## config.mk

```make
export PLATFORM = sky130hd
export DESIGN_NAME = kwic_top
export DESIGN_NICKNAME = d
export VERILOG_FILES = /design/src/hw/kwic_pkg.sv /design/src/hw/kwic_detect.sv /design/src/hw/kwic_pullup.sv /design/src/hw/kwic_top.sv
export VERILOG_INCLUDE_DIRS = /design/src /design/src/hw
export SDC_FILE = /design/constraint.sdc
export NUM_CORES = 1
export LEC_CHECK = 0
export BUFFER_PORTS_ARGS = -buffer_cell sky130_fd_sc_hd__buf_2
export CAP_MARGIN = 30
export CORE_MARGIN = 2
export CORE_UTILIZATION = 55
export CTS_BUF_LIST = sky130_fd_sc_hd__clkbuf_2 sky130_fd_sc_hd__clkbuf_4 sky130_fd_sc_hd__clkbuf_8
export CTS_CLUSTER_DIAMETER = 100
export DETAILED_ROUTE_END_ITERATION = 7
export PLACE_DENSITY = 0.82
export SLEW_MARGIN = 20
export SYNTH_ARGS = -nofsm -noshare
export SYNTH_HDL_FRONTEND = slang
export SYNTH_SLANG_ARGS = --single-unit
```

## constraint.sdc

```tcl
create_clock -name clk -period 2.4 [get_ports clk]
set_clock_uncertainty 0.15 [all_clocks]
set_input_delay 0 -clock clk [delete_from_list [all_inputs] [get_ports clk]]
set_output_delay 0 -clock clk [all_outputs]
set_load 0.02 [all_outputs]
```

## src/hw/kwic_cfg.svh

```systemverilog
// Key wake-up input config: offsets, field positions, reset values, timing counts
// Assumes a 32-bit classic Wishbone bus with word-aligned registers
`ifndef KWIC_CFG_SVH
`define KWIC_CFG_SVH

`define KWIC_ADR_W 8
`define KWIC_OFS_CH6 8'h00
`define KWIC_OFS_CH7 8'h04
`define KWIC_OFS_STATUS 8'h08
`define KWIC_OFS_MASK 8'h0c
`define KWIC_OFS_PINS 8'h10

`define KWIC_BIT_PULLUP 7
`define KWIC_TRIG_MSB 6
`define KWIC_TRIG_LSB 4
`define KWIC_BIT_IRQ_EN 0
`define KWIC_CH_RESET 8'h20
`define KWIC_CH_WMASK 8'hf1
`define KWIC_PINS_PU_LSB 4

`define KWIC_TRIG_LOW 3'h0
`define KWIC_TRIG_HIGH 3'h1
`define KWIC_TRIG_FALL 3'h2
`define KWIC_TRIG_RISE 3'h3
`define KWIC_TRIG_BOTH 3'h4

`define KWIC_PU_PERIOD_CYC 256
`define KWIC_PU_ON_CYC 16

`endif

```

## src/hw/kwic_pkg.sv

```systemverilog
// Key wake-up input config: shared types
// Assumes kwic_cfg.svh supplies all numeric constants
package kwic_pkg;

	typedef struct packed {
		logic pullup_dyn;
		logic [2:0] trig;
		logic [2:0] rsvd;
		logic irq_en;
	} kwic_chan_cfg_type;

	typedef struct packed {
		logic cyc;
		logic stb;
		logic we;
		logic [7:0] adr;
		logic [3:0] sel;
		logic [31:0] dat;
	} kwic_wb_req_type;

	typedef enum logic [2:0] {
		KWIC_PU_STATIC = 3'h1,
		KWIC_PU_ON = 3'h2,
		KWIC_PU_OFF = 3'h4
	} kwic_pu_state_type;

endpackage

```

## src/hw/kwic_detect.sv

```systemverilog
// Key wake-up input config: trigger condition detector for one key pin
// Assumes the pin is synchronous to clk; sample_en marks valid samples
`include "kwic_cfg.svh"
`timescale 1ns/1ps
`default_nettype none

module kwic_detect (
	input wire logic clk,
	input wire logic sys_rst,
	input wire logic key_pin,
	input wire logic sample_en,
	input wire logic [2:0] trig,
	output logic hit,
	output logic level
);
	logic level_q, level_d;
	logic hit_q, hit_d;

	function automatic logic trig_match(input logic [2:0] code, input logic now, input logic was);
		logic m;
		m = 1'b0;
		case (code)
			`KWIC_TRIG_LOW: m = !now;
			`KWIC_TRIG_HIGH: m = now;
			`KWIC_TRIG_FALL: m = was && !now;
			`KWIC_TRIG_RISE: m = !was && now;
			`KWIC_TRIG_BOTH: m = was != now;
			// Codes above both-edges never trigger
			default: m = 1'b0;
		endcase
		return m;
	endfunction

	always_comb begin
		level_d = level_q;
		hit_d = 1'b0;
		if (sample_en) begin
			level_d = key_pin;
			hit_d = trig_match(trig, key_pin, level_q);
		end
	end

	// Idle level high matches a pulled-up open key, so no edge at start
	always_ff @(posedge clk) begin
		if (sys_rst) begin
			level_q <= 1'b1;
			hit_q <= 1'b0;
		end else begin
			level_q <= level_d;
			hit_q <= hit_d;
		end
	end

	assign hit = hit_q;
	assign level = level_q;

endmodule // kwic_detect

`default_nettype wire

```

## src/hw/kwic_pullup.sv

```systemverilog
// Key wake-up input config: per-pin pull-up sequencer, static or periodic
// Assumes the pin settles within the on window; sampling happens at its last cycle
`include "kwic_cfg.svh"
`timescale 1ns/1ps
`default_nettype none

module kwic_pullup #(
	parameter int PERIOD_CYC = `KWIC_PU_PERIOD_CYC,
	parameter int ON_CYC = `KWIC_PU_ON_CYC
) (
	input wire logic clk,
	input wire logic sys_rst,
	input wire logic pullup_dyn,
	output logic pullup_on,
	output logic sample_en
);
	kwic_pkg::kwic_pu_state_type state_q, state_d;
	logic [15:0] cnt_q, cnt_d;
	logic pu_q, pu_d;

	always_comb begin
		state_d = state_q;
		cnt_d = cnt_q;
		pu_d = pu_q;
		sample_en = 1'b0;
		unique case (state_q)
			kwic_pkg::KWIC_PU_STATIC: begin
				sample_en = 1'b1;
				pu_d = 1'b1;
				if (pullup_dyn) begin
					state_d = kwic_pkg::KWIC_PU_ON;
					cnt_d = 16'h0000;
				end
			end
			kwic_pkg::KWIC_PU_ON: begin
				cnt_d = cnt_q + 16'h0001;
				pu_d = 1'b1;
				// Sample only once the pull-up has had time to lift an open key
				if (cnt_q == 16'(ON_CYC - 1)) begin
					sample_en = 1'b1;
					state_d = kwic_pkg::KWIC_PU_OFF;
					pu_d = 1'b0;
				end
			end
			kwic_pkg::KWIC_PU_OFF: begin
				cnt_d = cnt_q + 16'h0001;
				if (cnt_q == 16'(PERIOD_CYC - 1)) begin
					state_d = kwic_pkg::KWIC_PU_ON;
					cnt_d = 16'h0000;
					pu_d = 1'b1;
				end
			end
		endcase
		if (!pullup_dyn) begin
			state_d = kwic_pkg::KWIC_PU_STATIC;
			pu_d = 1'b1;
		end
	end

	always_ff @(posedge clk) begin
		if (sys_rst) begin
			state_q <= kwic_pkg::KWIC_PU_STATIC;
			cnt_q <= 16'h0000;
			pu_q <= 1'b1;
		end else begin
			state_q <= state_d;
			cnt_q <= cnt_d;
			pu_q <= pu_d;
		end
	end

	assign pullup_on = pu_q;

endmodule // kwic_pullup

`default_nettype wire

```

## src/hw/kwic_top.sv

```systemverilog
// Key wake-up input config: two key channels with Wishbone registers and interrupt
// Assumes one clock, synchronous key pins and a classic Wishbone master
`include "kwic_cfg.svh"
`timescale 1ns/1ps
`default_nettype none

module kwic_top #(
	parameter int PU_PERIOD_CYC = `KWIC_PU_PERIOD_CYC,
	parameter int PU_ON_CYC = `KWIC_PU_ON_CYC
) (
	input wire logic clk,
	input wire logic sys_rst,
	input wire logic wb_cyc_i,
	input wire logic wb_stb_i,
	input wire logic wb_we_i,
	input wire logic [7:0] wb_adr_i,
	input wire logic [3:0] wb_sel_i,
	input wire logic [31:0] wb_dat_i,
	output logic [31:0] wb_dat_o,
	output logic wb_ack_o,
	input wire logic [1:0] key_pin,
	output logic [1:0] key_pullup_en,
	output logic [1:0] key_wake_req,
	output logic irq
);
	// Channel six is index 0, channel seven index 1
	localparam int NCH = 2;

	////////////////////////////////////////////////////////////////////////////
	// Bus request carrier

	kwic_pkg::kwic_wb_req_type req;

	assign req.cyc = wb_cyc_i;
	assign req.stb = wb_stb_i;
	assign req.we = wb_we_i;
	assign req.adr = wb_adr_i;
	assign req.sel = wb_sel_i;
	assign req.dat = wb_dat_i;

	////////////////////////////////////////////////////////////////////////////
	// Helpers

	function automatic kwic_pkg::kwic_chan_cfg_type chan_write(input logic [7:0] data);
		logic [7:0] v;
		v = data & `KWIC_CH_WMASK;
		return kwic_pkg::kwic_chan_cfg_type'(v);
	endfunction

	function automatic logic hit_addr(input logic [7:0] adr, input logic [7:0] ofs);
		return adr[7:2] == ofs[7:2];
	endfunction

	// Reserved bits read as zero whatever the register holds
	function automatic logic [7:0] chan_read(input kwic_pkg::kwic_chan_cfg_type cfg);
		logic [7:0] v;
		v = cfg;
		return v & `KWIC_CH_WMASK;
	endfunction

	////////////////////////////////////////////////////////////////////////////
	// Bus handshake

	logic ack_q, ack_d;
	logic [31:0] rdat_q, rdat_d;
	logic bus_req;
	logic wr_fire;

	assign bus_req = req.cyc && req.stb;
	// Writes land on the edge where the master sees ack, not earlier
	assign wr_fire = bus_req && req.we && ack_q && req.sel[0];

	////////////////////////////////////////////////////////////////////////////
	// Address decode

	logic sel_ch6;
	logic sel_ch7;
	logic sel_status;
	logic sel_mask;
	logic sel_pins;
	logic [NCH-1:0] wr_ch;
	logic wr_status;
	logic wr_mask;
	kwic_pkg::kwic_chan_cfg_type wr_cfg;

	// Only address bits 7..2 are decoded, so byte offsets alias inside a word
	assign sel_ch6 = hit_addr(req.adr, `KWIC_OFS_CH6);
	assign sel_ch7 = hit_addr(req.adr, `KWIC_OFS_CH7);
	assign sel_status = hit_addr(req.adr, `KWIC_OFS_STATUS);
	assign sel_mask = hit_addr(req.adr, `KWIC_OFS_MASK);
	assign sel_pins = hit_addr(req.adr, `KWIC_OFS_PINS);
	// Write strobes; the pin view has none, it is read-only
	assign wr_ch[0] = wr_fire && sel_ch6;
	assign wr_ch[1] = wr_fire && sel_ch7;
	assign wr_status = wr_fire && sel_status;
	assign wr_mask = wr_fire && sel_mask;
	// Bits 3..1 are forced to zero so they always read back as zero
	assign wr_cfg = chan_write(req.dat[7:0]);

	////////////////////////////////////////////////////////////////////////////
	// Register state

	kwic_pkg::kwic_chan_cfg_type cfg_q [NCH];
	kwic_pkg::kwic_chan_cfg_type cfg_d [NCH];
	logic [NCH-1:0] status_q, status_d;
	logic [NCH-1:0] mask_q, mask_d;
	logic [NCH-1:0] hit;
	logic [NCH-1:0] level;
	logic [NCH-1:0] pu_on;
	logic [NCH-1:0] sample_en;
	logic [NCH-1:0] event_set;
	logic [NCH-1:0] status_clr;

	////////////////////////////////////////////////////////////////////////////
	// Channels

	for (genvar c = 0; c < NCH; c++) begin : g_ch
		kwic_pullup #(
			.PERIOD_CYC(PU_PERIOD_CYC),
			.ON_CYC(PU_ON_CYC)
		) u_pullup (
			.clk(clk),
			.sys_rst(sys_rst),
			.pullup_dyn(cfg_q[c].pullup_dyn),
			.pullup_on(pu_on[c]),
			.sample_en(sample_en[c])
		);

		kwic_detect u_detect (
			.clk(clk),
			.sys_rst(sys_rst),
			.key_pin(key_pin[c]),
			.sample_en(sample_en[c]),
			.trig(cfg_q[c].trig),
			.hit(hit[c]),
			.level(level[c])
		);
	end

	assign key_pullup_en = pu_on;

	////////////////////////////////////////////////////////////////////////////
	// Events

	// A disabled channel cannot post an event at all
	always_comb begin
		for (int c = 0; c < NCH; c++) begin
			event_set[c] = hit[c] && cfg_q[c].irq_en;
		end
	end

	////////////////////////////////////////////////////////////////////////////
	// Channel control registers

	always_comb begin
		for (int c = 0; c < NCH; c++) begin
			cfg_d[c] = cfg_q[c];
			if (wr_ch[c]) begin
				cfg_d[c] = wr_cfg;
			end
		end
	end

	// Both channels come out of reset identical
	always_ff @(posedge clk) begin
		for (int c = 0; c < NCH; c++) begin
			if (sys_rst) begin
				cfg_q[c] <= kwic_pkg::kwic_chan_cfg_type'(`KWIC_CH_RESET);
			end else begin
				cfg_q[c] <= cfg_d[c];
			end
		end
	end

	////////////////////////////////////////////////////////////////////////////
	// Status

	always_comb begin
		status_clr = '0;
		if (wr_status) begin
			status_clr = req.dat[NCH-1:0];
		end
		// A new event in the clearing cycle survives the clear
		status_d = (status_q & ~status_clr) | event_set;
	end

	always_ff @(posedge clk) begin
		if (sys_rst) begin
			status_q <= '0;
		end else begin
			status_q <= status_d;
		end
	end

	assign key_wake_req = status_q;

	////////////////////////////////////////////////////////////////////////////
	// Mask

	always_comb begin
		mask_d = mask_q;
		if (wr_mask) begin
			mask_d = req.dat[NCH-1:0];
		end
	end

	always_ff @(posedge clk) begin
		if (sys_rst) begin
			mask_q <= '0;
		end else begin
			mask_q <= mask_d;
		end
	end

	// Mask gates only the shared line; the per-channel requests stay visible
	assign irq = |(status_q & mask_q);

	////////////////////////////////////////////////////////////////////////////
	// Pin view

	logic [7:0] pins_view;

	// Levels are the detector's last samples, so a dynamic channel shows its last window
	always_comb begin
		pins_view = 8'h00;
		pins_view[NCH-1:0] = level;
		pins_view[`KWIC_PINS_PU_LSB +: NCH] = pu_on;
	end

	////////////////////////////////////////////////////////////////////////////
	// Read data select

	logic [31:0] rmux;

	// Unmapped addresses still ack, reading zero, so the bus never hangs
	always_comb begin
		rmux = 32'h0000_0000;
		if (sel_ch6) begin
			rmux[7:0] = chan_read(cfg_q[0]);
		end
		if (sel_ch7) begin
			rmux[7:0] = chan_read(cfg_q[1]);
		end
		if (sel_status) begin
			rmux[NCH-1:0] = status_q;
		end
		if (sel_mask) begin
			rmux[NCH-1:0] = mask_q;
		end
		if (sel_pins) begin
			rmux[7:0] = pins_view;
		end
	end

	////////////////////////////////////////////////////////////////////////////
	// Ack

	// Ack drops after one cycle, so a master that holds its strobe re-arms it
	always_comb begin
		ack_d = bus_req && !ack_q;
	end

	always_ff @(posedge clk) begin
		if (sys_rst) begin
			ack_q <= 1'b0;
		end else begin
			ack_q <= ack_d;
		end
	end

	assign wb_ack_o = ack_q;

	////////////////////////////////////////////////////////////////////////////
	// Read data register

	// Data is captured with ack and then held until the next access
	always_comb begin
		rdat_d = rdat_q;
		if (ack_d) begin
			rdat_d = rmux;
		end
	end

	always_ff @(posedge clk) begin
		if (sys_rst) begin
			rdat_q <= 32'h0000_0000;
		end else begin
			rdat_q <= rdat_d;
		end
	end

	assign wb_dat_o = rdat_q;

endmodule // kwic_top

`default_nettype wire
```

* After elaboration in Yosys (flattened, before gate mapping)
Memories as Yosys holds them, arrays and structs flattened.
Index checks and enable logic that the tools add are counted.
** Word-level totals
- RAM bits :: 16
- Logic and storage cells :: 124
- Flip-flop bits (word level) :: 57
- Output and inout bits :: 38
- Input bits :: 51
- Memories :: 1
** Memories
- cfg_q :: depth 2, bits a word 8, rd ports 2, clocked after memory_dff 0, write ports 2, RTL line kwic_top.sv:103 : kwic_pkg::kwic_chan_cfg_type cfg_q [NCH];
** Operators by class
- Add/subtract/negate cells :: 2
- Bitwise logic cells :: 10
- Equality and inequality tests :: 30
- Reductions and logical operators :: 30
- Muxes and demuxes :: 37
** Operators by type and width (count)
- case mux 16 bit (3 select lines) :: 2
- two-way mux 16 bit :: 4
- two-way mux 8 bit :: 7
- adder 16 x 1 -> 16 bit, second input constant :: 2
- == test 16 x 4 -> 1 bit, second input constant :: 2
- == test 16 x 8 -> 1 bit, second input constant :: 2
- == test 3 x 2 -> 1 bit, second input constant :: 6
- case mux 3 bit (3 select lines) :: 2
- logical AND 1 bit :: 15
- == test 3 x 1 -> 1 bit, second input constant :: 4
- == test 3 bit, second input constant :: 4
- == test 6 x 2 -> 1 bit, second input constant :: 2
- two-way mux 3 bit :: 4
- != test 2 x 1 -> 1 bit, second input constant :: 6
- case mux 1 bit (5 select lines) :: 2
- OR reduction 2 bit :: 5
- two-way mux 1 bit :: 9
- == test 6 x 1 -> 1 bit, second input constant :: 1
- == test 6 x 3 -> 1 bit, second input constant :: 1
- zero test 3 bit :: 2
- zero test 6 bit :: 1
- two-way mux 2 bit :: 3
- case mux 1 bit (3 select lines) :: 2
- zero test 1 bit :: 5
- other kinds (8) :: 16

* Logic depth before layout (Yosys ltp)
Gate-level depths: netlist (run 1).
- Depth after elaboration :: 9
- Mapped depth :: 6
- Depth with buffers taken out :: 5

* Hierarchy
Synthesis (run 1) repeated with hierarchy kept, for this count alone.
** Second synthesis, totals
- Cell total of the unflattened synthesis :: 417
- Area total of the unflattened synthesis :: 3684.8 um2
** By module, submodules not included
- kwic_pullup :: cells each 125, area an instance 1076.0 um2, seq. area each 400.4 um2, instances 2
- kwic_top :: cells each 137, area an instance 1257.5 um2, seq. area each 420.4 um2, instances 1
- kwic_detect :: cells each 15, area an instance 137.6 um2, seq. area each 40.0 um2, instances 2

* Worst setup path after synthesis (run 1)
No wires, ideal clock.
- Path type :: register to register
- Start :: register g_ch[0].u_pullup.cnt_q[0]
- End :: register g_ch[0].u_pullup.cnt_q[14]
- Path slack :: 0.344 ns
- Data required time :: 2.170 ns
- Setup time :: 0.080 ns
- Clock period less this slack :: 2.056 ns
- Arrival :: 1.826 ns
- Path buffers :: 0
- Cell stages (with the launch flop) :: 6
- Cells stage by stage :: dfxtp_1 ha_1 nand4_2 or4_4 or3_1 a211oi_2
** Between the ends
- Word-level cells in the longest chain between the ends :: 3
- Elaborated cells on any way between the ends :: 4
- Classes of those cells :: 1 x add/sub; 1 x eq/ne; 2 x mux
** RTL lines
- from (decl) :: RTL line kwic_pullup.sv:18 : logic [15:0] cnt_q, cnt_d;
- from (signal assigned) :: RTL line kwic_pullup.sv:67 : cnt_q <= cnt_d;
- adder 16 x 1 -> 16 bit / == test 16 x 8 -> 1 bit (equally long branches) :: RTL line kwic_pullup.sv:36, kwic_pullup.sv:46, kwic_pullup.sv:47
- two-way mux 16 bit :: RTL line kwic_pullup.sv:47 : if (cnt_q == 16'(PERIOD_CYC - 1)) begin
- case mux 16 bit (3 select lines) * :: RTL line kwic_pullup.sv:26 : unique case (state_q)
Every way passes the cells marked *; elsewhere a longest branch is shown, timed or not.
A chain may end at the register's enable or synchronous reset.

* Worst setup path after layout (run 1)
- Start :: input wb_adr_i[5]
- End :: register mask_q[1]
** Between the ends
- Word-level cells in the longest chain between the ends :: 2
** RTL lines
- from (decl) :: RTL line kwic_top.sv:16 : input wire logic [7:0] wb_adr_i,
- == test 6 x 2 -> 1 bit :: RTL line kwic_top.sv:51 : return adr[7:2] == ofs[7:2];
- logical AND 1 bit :: RTL line kwic_top.sv:96 : assign wr_mask = wr_fire && sel_mask;
- to (signal assigned) :: RTL line kwic_top.sv:211 : mask_q <= mask_d;
- to (decl) :: RTL line kwic_top.sv:106 : logic [NCH-1:0] mask_q, mask_d;
Every way passes these cells.

==> results of run 1 <==
==> sequential cells by signal, summed over array words and instances (netlist names) <==
register,count
cfg_q,10
g_ch.u_pullup.state_q,6
g_ch.u_pullup.cnt_q,32
g_ch.u_detect.level,2
wb_dat_o,6
g_ch.u_pullup.pullup_on,2
wb_ack_o,1
mask_q,2
key_wake_req,2
g_ch.u_detect.hit,2
==> kinds of logic after synthesis <==
kind of cell | count (synthesis) | synth area share
and+or+nand+nor | 164 | 0.270
buffers and inverters | 53 | 0.0903
AOI/OAI and AO/OA | 83 | 0.151
muxes | 13 | 0.0397
adders and majority gates | 6 | 0.0217
DFF | 65 | 0.376
other | 1 | 0.00108
xor gates and xnor gates | 20 | 0.0506
==> worst reg2reg max path: cells and delay by family, from the launching register on <==
kind                     cells  cell delay, ns
AND/OR/NAND/NOR              3            1.11
flip-flops                   1            0.42
adder cells (fa/ha/maj)      1            0.24
AO/OA/AOI/OAI                1            0.21
==> metrics by stage <==
step,util,hold slack [ns],worst slack (ns),area [um^2],cells
after floorplan,-,-0.0403,0.344,3560,430
after global placement,0.598,0.0667,0.260,3580,499
after detailed placement,0.598,0.0706,0.219,3580,499
after CTS,0.657,0.00523,0.199,3930,530
after global routing,0.657,0.0264,0.0593,3930,530
final,0.657,0.0183,0.184,3930,530
==> layer usage <==
layer	vias up	share of wire	track usage
met5	-	0	0
met4	0	0.016	0.0999
met3	12	0.052	0.0358
met2	105	0.49	0.389
met1	1476	0.44	0.290
li1	1537	-	-
==> synth_stat cells, drive strengths merged, types with 12 or more instances <==
library cell | number | area share
nand2 | 24 | 0.026
o21ai | 22 | 0.032
buf | 32 | 0.067
nor2 | 24 | 0.026
a21oi | 27 | 0.039
clkbuf | 13 | 0.015
nand3 | 24 | 0.035
nor3 | 24 | 0.036
xnor2 | 15 | 0.038
nand4 | 12 | 0.023
dfxtp | 65 | 0.38
==> worst max-delay path by stage <==
stage	from	end	depth (start not counted)
6_report	wb_adr_i[5]	mask_q[1]$_SDFFE_PP0P_	8
3_3_place_gp	g_ch[0].u_pullup.cnt_q[0]$_SDFFE_PP0P_	g_ch[0].u_pullup.cnt_q[14]$_SDFFE_PP0P_	5
5_1_grt	wb_adr_i[5]	mask_q[1]$_SDFFE_PP0P_	8
2_1_floorplan	g_ch[0].u_pullup.cnt_q[0]$_SDFFE_PP0P_	g_ch[0].u_pullup.cnt_q[14]$_SDFFE_PP0P_	5
3_5_place_dp	g_ch[0].u_pullup.cnt_q[0]$_SDFFE_PP0P_	g_ch[0].u_pullup.cnt_q[14]$_SDFFE_PP0P_	5
4_1_cts	g_ch[0].u_pullup.cnt_q[0]$_SDFFE_PP0P_	g_ch[0].u_pullup.cnt_q[14]$_SDFFE_PP0P_	5
==> power groups by stage <==
stage / sequential (mW) / clock, mW / combinational (mW)
finish: 1.09 / 0.942 / 0.151
global placement: 1.12 / 0 / 0.126
global route: 1.09 / 1.00 / 0.162
floorplan: 1.12 / 0 / 0.116
CTS: 1.09 / 0.949 / 0.146
detailed placement: 1.12 / 0 / 0.128
==> cell usage in the layout (no fill, tap or decap), types with 9 or more instances in the layout <==
cell                            instances
sky130_fd_sc_hd__o21ai_0               21
sky130_fd_sc_hd__clkbuf_8              10
sky130_fd_sc_hd__nor3_1                23
sky130_fd_sc_hd__nor4_1                 9
sky130_fd_sc_hd__nand3_1               24
sky130_fd_sc_hd__a21oi_1               27
sky130_fd_sc_hd__conb_1                26
sky130_fd_sc_hd__nor2_1                24
sky130_fd_sc_hd__dlygate4sd3_1         15
sky130_fd_sc_hd__xnor2_1               15
sky130_fd_sc_hd__nand4_1               11
sky130_fd_sc_hd__dfxtp_1               65
sky130_fd_sc_hd__nand2_1               24
sky130_fd_sc_hd__buf_2                 31
sky130_fd_sc_hd__or3_1                  9
==> final cells by class <==
cell class	count	area, um^2	share of cell area
inverters	8	30.0	0.00763
flip-flops and latches	65	1300	0.331
multi-input cells	312	1940	0.494
clock buffers	11	145	0.0369
well taps	75	93.8	0.0239
repair buffers	54	365	0.0929
clock inverters	5	55.1	0.0140
==> impl_metrics.toml, run 1 <==
[outcome]
outcome = "complete, no violations"

[floorplan]
floorplan.initialDensity = 0.578
row_count = 28
core_area_um2 = 5990
die_area_um2 = 6950
design.portCount = 89
die_height_um = 83.4
fp.dieW_um = 83.4

[place]
post-dp-hpwl_mm = 5.16
finalWeightedCongestion = 0.854
port_buffer_count = 31

[min_path]
min-delay-start = "wb_adr_i[4]"
worst_hold_path_cell_count = 5
min_to = "wb_dat_o[7]$_SDFFE_PP0P_"
min_path_type = "in2reg"

[grt]
grt_max_degree = 32
grt_antenna_before_repair = 0
grt_pass1_vias = 2968
globalRouteOverflowTotal = 0
grt.total_usage = 0.230
wire_length_of_the_first_global_routing_pass_mm = 13.3

[synthesis]
synth_area_per_cell_um2 = 8.55
yosysSeqAreaShare = 0.376
number_of_distinct_library_cells_after_synthesis = 55
number_of_flip_flops_and_latches_in_the_synthesized_netlist = 65
dominantRegCellSynth = "sky130_fd_sc_hd__dfxtp_1"
asyncSetResetFlopFracSynth = 0
synth-edff-count = 0
synthCells = 405
syn_area_um2 = 3460
synthesis.yosys.warnings = 0

[cells_and_area]
layout.nets = 507
layout-drive-gt1-share = 0.165
num_antenna_cells = 0
synth_to_final_area_change_pct = 13.6
n_fill_cell = 464

[sta]
finalSetupViolCount = 0
worst_pin_slew_ns = 0.780
maxClockFrequency_mhz = 451
final-max-slew-violation-count = 0
timing.max_slew.rel_slack = 0.478
period_needed_ns = 2.22
rsz0062_at_grt = "false"
min_period_over_period = 0.923
fin_tns_setup_ns = 0
timing.final.hold_violations = 0

[worst_setup_path]
worstReg2RegStart = "g_ch[0].u_pullup.cnt_q[0]$_SDFFE_PP0P_"
kind_of_start_point_of_the_critical_path = "primary input"
critPathMaxStageDelay_ns = 0.58
reg2regPathDepth = 5
cp_slowest_cell = "sky130_fd_sc_hd__dlygate4sd3_1"
crit_fanout = 6
rr_endpoint = "g_ch[0].u_pullup.cnt_q[14]$_SDFFE_PP0P_"
critPathBufInv = 5
path_cells = "dlygate4sd3_1 > buf_2 > nor4_1 > dlygate4sd3_1 > buf_4 > nand4_1 > dlygate4sd3_1 > a21oi_1"
critical_path_arrival_ns = 2.34
rrSetupSlack_ns = 0.20
timing.setup.critical_path_class = "in2reg"
dominant_cell_type_by_count_on_the_critical_path = "sky130_fd_sc_hd__dlygate4sd3_1"
critical_path_required_ns = 2.52
worst_path_dominant_cell_family = "buffers and inverters"
crit_path_end_kind = "register"

[clock_network]
maximum_level_of_the_cts_h_tree = 3
root_buffer_selected_by_cts = "sky130_fd_sc_hd__clkbuf_8"
hold_buffer_count_at_cts = 15
tritoncts.num_buffers = 9
tritoncts_clock_tree = "built"
ctsResizeCount = 0
worst_skew_pair.late_latency_ns = 0.34
post-cts-setup-buffers = 0
number_of_buffers_on_the_longest_clock_path = 2
clkSinkCount = 65
clkTransAtPathRegs_ns = 0.08

[detailed_routing]
routed_wl_mm = 7.97
drc = 0
viasPerCell = 5.91
detailedRoute.firstPassIterationCount = 5
initialDrtViolationCount = 243
via_count = 3130
antenna_violating_nets_post_route = 0
routedWlPerCell_um = 15.0

[power]
power.sequential.fraction = 0.500
p_clk_frac = 0.431
vdd_drop_max_v = 0.000402
internal-power_mw = 1.65
power_per_cell_area_nw_per_um2 = 556
net-switching-power_uw = 533
leakage_power_total_nw = 1.47
p_sw_frac = 0.244
share_comb_of_total_power = 0.069
power_mw = 2.19

[flow_run]
drv_cap = 0
No activity file was read; power rests on OpenSTA's default activity.
==> run 2, diff against run 1 <==
--- a/config.mk
+++ b/config.mk
@@ -9,11 +9,11 @@
 export BUFFER_PORTS_ARGS = -buffer_cell sky130_fd_sc_hd__buf_2
 export CAP_MARGIN = 30
 export CORE_MARGIN = 2
-export CORE_UTILIZATION = 55
+export CORE_UTILIZATION = 35
 export CTS_BUF_LIST = sky130_fd_sc_hd__clkbuf_2 sky130_fd_sc_hd__clkbuf_4 sky130_fd_sc_hd__clkbuf_8
 export CTS_CLUSTER_DIAMETER = 100
 export DETAILED_ROUTE_END_ITERATION = 7
-export PLACE_DENSITY = 0.82
+export PLACE_DENSITY = 0.57
 export SLEW_MARGIN = 20
 export SYNTH_ARGS = -nofsm -noshare
 export SYNTH_HDL_FRONTEND = slang
==> run 2 against run 1 <==
Compared with the run above:
- via count fell by 1.3%
- design area rose by 3.8%
- non-clock buffer count rose by 3
- maximum frequency fell by 2.3%
- register-to-register slack barely moved
- flip-flop and latch count did not move
- cell count rose by 12%
- sequential share of layout area fell by 1.2 points
- critical endpoint unchanged
- largest cell class unchanged
- largest power group is now clock
- highest routed layer unchanged
==> impl_metrics.toml, run 2 (same netlist as run 1, synthesis figures left out) <==
[outcome]
outcome = "complete, no violations"

[floorplan]
floorplan.initialDensity = 0.358
die_area_um2 = 10700
die_height_um = 103
fp.dieW_um = 103
design.portCount = 89
row_count = 36
core_area_um2 = 9680

[cells_and_area]
layout.cells.most_common_list = "sky130_fd_sc_hd__dfxtp_1 (65), sky130_fd_sc_hd__buf_2 (31), sky130_fd_sc_hd__a21oi_1 (27)"
max_flop_register = "g_ch.u_pullup.cnt_q"
n_fill_cell = 972
multiInputGateArea_um2 = 1940
final-seq-area_um2 = 1300
num_antenna_cells = 0
layout_commonest_cell = "sky130_fd_sc_hd__dfxtp_1"
synth_to_final_area_change_pct = 17.9
largest_register_ffs = 32
layout-drive-gt1-share = 0.164
layout.nets = 510
largestRegisters = "g_ch.u_pullup.cnt_q: 32 flops, cfg_q: 10 flops"

[clock_network]
tritoncts.num_buffers = 9
tritoncts_clock_tree = "built"
clkSinkCount = 65
root_buffer_selected_by_cts = "sky130_fd_sc_hd__clkbuf_8"
maximum_level_of_the_cts_h_tree = 3
post-cts-setup-buffers = 0
worst_skew_pair.late_latency_ns = 0.35
clkTransAtPathRegs_ns = 0.08
number_of_buffers_on_the_longest_clock_path = 2

[detailed_routing]
via_count = 3089
drc = 0
routedWlPerCell_um = 13.5
antenna_violating_nets_post_route = 0
routed_wl_mm = 7.99
initialDrtViolationCount = 114
detailedRoute.firstPassIterationCount = 4
viasPerCell = 5.23

[grt]
grt_max_degree = 27
met3_usage = 0.0511
groute.layer.met1.usage = 0.186
grt_busiest_layer = "met2"
grt_antenna_before_repair = 0
global_route.usage.met2 = 0.258
wire_length_of_the_first_global_routing_pass_mm = 13.0
grt.total_usage = 0.156
globalRouteOverflowTotal = 0
grt_pass1_vias = 2860

[worst_setup_path]
critical_path_required_ns = 2.53
kind_of_start_point_of_the_critical_path = "primary input"
crit_path_end_kind = "register"
cp_slowest_cell = "sky130_fd_sc_hd__dlygate4sd3_1"
critical_path_arrival_ns = 2.40
critPathBufInv = 5
timing.setup.critical_path_class = "in2reg"
path_cells = "dlygate4sd3_1 > buf_2 > nor4_1 > dlygate4sd3_1 > buf_4 > nand4_1 > dlygate4sd3_1 > a21oi_1"
dominant_cell_type_by_count_on_the_critical_path = "sky130_fd_sc_hd__dlygate4sd3_1"
critPathMaxStageDelay_ns = 0.58
worst_path_dominant_cell_family = "buffers and inverters"
crit_fanout = 6

[min_path]
min_path_type = "in2reg"

[sta]
final-max-slew-violation-count = 0
min_period_over_period = 0.945
period_needed_ns = 2.27
finalSetupViolCount = 0
fin_tns_setup_ns = 0
maxClockFrequency_mhz = 441
timing.max_slew.rel_slack = 0.589
worst_pin_slew_ns = 0.614
whs_ns = 0.0408
rsz0062_at_grt = "false"
timing.final.hold_violations = 0

[place]
finalWeightedCongestion = 0.791
post-dp-hpwl_mm = 5.52
port_buffer_count = 31

[power]
power_per_cell_area_nw_per_um2 = 588
vdd_drop_max_v = 0.000260
leakage_power_total_nw = 1.50

[flow_run]
drv_cap = 0
run 2: changes by cell type in the layout (fill, tap and decap cells not counted):
cell                            change
sky130_fd_sc_hd__clkinvlp_4         -1
sky130_fd_sc_hd__bufinv_16          +2
sky130_fd_sc_hd__dlygate4sd3_1      +3
sky130_fd_sc_hd__clkinv_2           -1
run 2: layer usage:
metal  vias to the layer above  share of wire
met4                         0          0.018
met3                        17          0.048
li1                       1542              -
met2                        65           0.48
met1                      1465           0.46
met5                         -              0
run 2: worst paths after layout:
check / startpoint / end / slack [ns] / depth (start not counted)
setup / recovery: wb_adr_i[7] / mask_q[1]$_SDFFE_PP0P_ / 0.13 / 8
hold / removal: wb_cyc_i / wb_ack_o$_SDFF_PP0_ / 0.04 / 3
setup reg to reg: g_ch[0].u_pullup.cnt_q[0]$_SDFFE_PP0P_ / g_ch[0].u_pullup.cnt_q[14]$_SDFFE_PP0P_ / 0.21 / 5
hold reg to reg: wb_dat_o[6]$_SDFFE_PP0P_ / wb_dat_o[6]$_SDFFE_PP0P_ / 0.31 / 2
run 2: through the flow:
stage	total power, mW	area (um^2)	utilization	cells	worst slack, ns
floorplan	1.24	3560	-	430	0.344
global placement	1.25	3660	0.378	557	0.252
detailed placement	1.25	3660	0.378	557	0.228
CTS	2.44	4080	0.422	591	0.155
global route	2.50	4080	0.422	591	0.0467
finish	2.40	4080	0.422	591	0.132
run 2: final cells by class:
class                   count  area share
clock buffers              11      0.0355
well taps                 133      0.0407
flip-flops and latches     65       0.319
repair buffers             57      0.0968
multi-input cells         312       0.476
clock inverters             5      0.0251
inverters                   8     0.00735
run 2: power by group:
group	internal [mW]	switching (mW)
clock	0.729	0.429
sequential	1.09	0.00551
combinational	0.0529	0.100
total	1.87	0.535
run 2: worst register-to-register path: stages, from the launching register on:
cell and delay, ns:
sky130_fd_sc_hd__dfxtp_1 0.41, sky130_fd_sc_hd__ha_1 0.25, sky130_fd_sc_hd__nand4_2 0.19, sky130_fd_sc_hd__or4_4 0.58
sky130_fd_sc_hd__or3_1 0.33, sky130_fd_sc_hd__a211oi_2 0.20
run 2: repair_timing:
action	CTS	global route
resized for setup	0	0
setup endpoints to repair	0	0
hold endpoints to repair	21	0
hold buffers	18	0
==> run 3, diff against run 2 <==
--- a/config.mk
+++ b/config.mk
@@ -8,7 +8,7 @@
 export LEC_CHECK = 0
 export BUFFER_PORTS_ARGS = -buffer_cell sky130_fd_sc_hd__buf_2
 export CAP_MARGIN = 30
-export CORE_MARGIN = 2
+export CORE_MARGIN = 4
 export CORE_UTILIZATION = 35
 export CTS_BUF_LIST = sky130_fd_sc_hd__clkbuf_2 sky130_fd_sc_hd__clkbuf_4 sky130_fd_sc_hd__clkbuf_8
 export CTS_CLUSTER_DIAMETER = 100
==> run 3 against run 2 <==
Compared with the run above:
- maximum frequency rose by 3.9%
- die area rose by 7.9%
- register-to-register slack improved by 0.08 ns
- wire length up 3.4%
- clock power decreased by 19%
- critical path type unchanged
- total power down 9.3%
==> impl_metrics.toml, run 3 (same netlist as run 1, synthesis figures left out) <==
[sta]
timing.final.hold_violations = 0
worst_pin_slew_ns = 0.753
rsz0062_at_grt = "false"
fin_tns_setup_ns = 0
maxClockFrequency_mhz = 458
final-max-slew-violation-count = 0
timing.max_slew.rel_slack = 0.497
min_period_over_period = 0.909
setup_slack_of_the_critical_path_after_layout_ns = 0.217
finalSetupViolCount = 0
period_needed_ns = 2.18

[detailed_routing]
drc = 0
initialDrtViolationCount = 95
detailedRoute.firstPassIterationCount = 4
viasPerCell = 5.19
antenna_violating_nets_post_route = 0
routed_wl_mm = 8.26
via_count = 3067
routedWlPerCell_um = 14.0

[worst_setup_path]
critical_path_required_ns = 2.48
cp_slowest_cell = "sky130_fd_sc_hd__dlygate4sd3_1"
critPathBufInv = 4
critPathMaxStageDelay_ns = 0.57
reg2regPathDepth = 5
worstReg2RegStart = "g_ch[1].u_pullup.cnt_q[8]$_SDFFE_PP0P_"
number_of_logic_stages_on_the_critical_path_including_buffering = 8
timing.setup.critical_path_class = "in2reg"
critical_path.endpoint = "cfg_q[0][6]$_SDFFE_PP0P_"
worst_path_dominant_cell_family = "buffers and inverters"
dominant_cell_type_by_count_on_the_critical_path = "sky130_fd_sc_hd__dlygate4sd3_1"
kind_of_start_point_of_the_critical_path = "primary input"
timing.critical_path.from = "wb_adr_i[4]"
rr_endpoint = "g_ch[1].u_pullup.cnt_q[12]$_SDFFE_PP0P_"
crit_fanout = 10
rrSetupSlack_ns = 0.29
path_cells = "dlygate4sd3_1 > buf_2 > nor4_1 > buf_4 > nand2b_1 > o21ai_0 > a21oi_1 > dlygate4sd3_1"
critical_path_arrival_ns = 2.26
crit_path_end_kind = "register"

[place]
port_buffer_count = 31
finalWeightedCongestion = 0.778
dp_slack_ns = 0.265
post-dp-hpwl_mm = 5.70

[floorplan]
die_height_um = 107
row_count = 36
die_area_um2 = 11600
floorplan.initialDensity = 0.358
design.portCount = 89
core_area_um2 = 9680
fp.dieW_um = 107

[outcome]
outcome = "complete, no violations"

[clock_network]
tritoncts_clock_tree = "built"
root_buffer_selected_by_cts = "sky130_fd_sc_hd__clkbuf_8"
number_of_buffers_on_the_longest_clock_path = 2
post-cts-setup-buffers = 0
worst_skew_pair.late_latency_ns = 0.34
clkTransAtPathRegs_ns = 0.08
tritoncts.num_buffers = 9
maximum_level_of_the_cts_h_tree = 3
clkSinkCount = 65
hold_buffer_count_at_cts = 18
ctsResizeCount = 0

[cells_and_area]
layout.nets = 510
synth_to_final_area_change_pct = 16.4
layout_commonest_cell = "sky130_fd_sc_hd__dfxtp_1"
layout.cells.most_common_list = "sky130_fd_sc_hd__dfxtp_1 (65), sky130_fd_sc_hd__buf_2 (31), sky130_fd_sc_hd__a21oi_1 (27)"
num_antenna_cells = 0
largestRegisters = "g_ch.u_pullup.cnt_q: 32 flops, cfg_q: 10 flops"
max_flop_register = "g_ch.u_pullup.cnt_q"
layout.core_utilization = 0.416
largest_register_ffs = 32
layout-drive-gt1-share = 0.164

[power]
power_per_cell_area_nw_per_um2 = 541
leakage_power_total_nw = 1.47
vdd_drop_max_v = 0.000301

[grt]
grt_pass1_vias = 3012
grt_max_degree = 28
grt.total_usage = 0.149
grt_antenna_before_repair = 0
wire_length_of_the_first_global_routing_pass_mm = 13.9
globalRouteOverflowTotal = 0

[flow_run]
drv_cap = 0

[min_path]
worst_hold_path_cell_count = 4
min_path_type = "in2reg"
==> run 3: changes by cell type in the layout (fill, tap and decap cells not counted), sizes merged <==
cell	before	now
bufinv	3	1
clkinv	1	3
clkbuf	11	9
clkinvlp	1	3
==> run 3: metal layers <==
| metal | vias up | track usage | part of all wire |
|---|---|---|---|
| met1 | 1457 | 0.180 | 0.47 |
| met4 | 0 | 0.0415 | 0.0094 |
| met2 | 60 | 0.254 | 0.48 |
| li1 | 1540 | - | - |
| met5 | - | 0 | 0 |
| met3 | 10 | 0.0462 | 0.045 |
==> run 3: layout make-up <==
| cell class | count | area (um^2) |
|---|---|---|
| clock inverters | 7 | 71.3 |
| inverters | 8 | 30.0 |
| fillers | 989 | 5650 |
| flip-flops and latches | 65 | 1300 |
| well taps | 133 | 166 |
| clock buffers | 9 | 124 |
| repair buffers | 57 | 395 |
| multi-input cells | 312 | 1940 |
==> run 3: worst register-to-register path, cell delays in order (launching register included) <==
cell	delay [ns]
sky130_fd_sc_hd__dfxtp_1	0.37
sky130_fd_sc_hd__or4_1	0.55
sky130_fd_sc_hd__nor3_2	0.32
sky130_fd_sc_hd__a211o_1	0.32
sky130_fd_sc_hd__buf_4	0.19
sky130_fd_sc_hd__a22oi_1	0.08
==> run 3: per-stage QoR <==
stage	total power, mW	cell area (um^2)	instances	hold WS (ns)
6_report	2.18	4030	591	0.0695
4_1_cts	2.20	4030	591	0.0434
3_3_place_gp	1.25	3660	557	0.0654
5_1_grt	2.27	4030	591	0.0709
2_1_floorplan	1.24	3560	430	-0.0403
3_5_place_dp	1.25	3660	557	0.0764
==> run 3: where the power goes <==
part	leakage [nW]	internal [mW]	switching (mW)
clock network	0.0912	0.477	0.457
registers	0.525	1.09	0.00538
logic	0.855	0.0522	0.103
total	1.47	1.62	0.565
==> run 3: worst min path at each step <==
stage	startpoint	endpoint	slack, ns
2_1_floorplan	wb_dat_i[0]	key_wake_req[0]$_SDFF_PP0_	-0.04
3_3_place_gp	wb_dat_i[1]	key_wake_req[1]$_SDFF_PP0_	0.07
3_5_place_dp	wb_dat_i[1]	key_wake_req[1]$_SDFF_PP0_	0.08
4_1_cts	wb_cyc_i	wb_ack_o$_SDFF_PP0_	0.04
5_1_grt	wb_sel_i[0]	cfg_q[0][4]$_SDFFE_PP0P_	0.07
6_report	wb_sel_i[0]	cfg_q[0][0]$_SDFFE_PP0P_	0.07
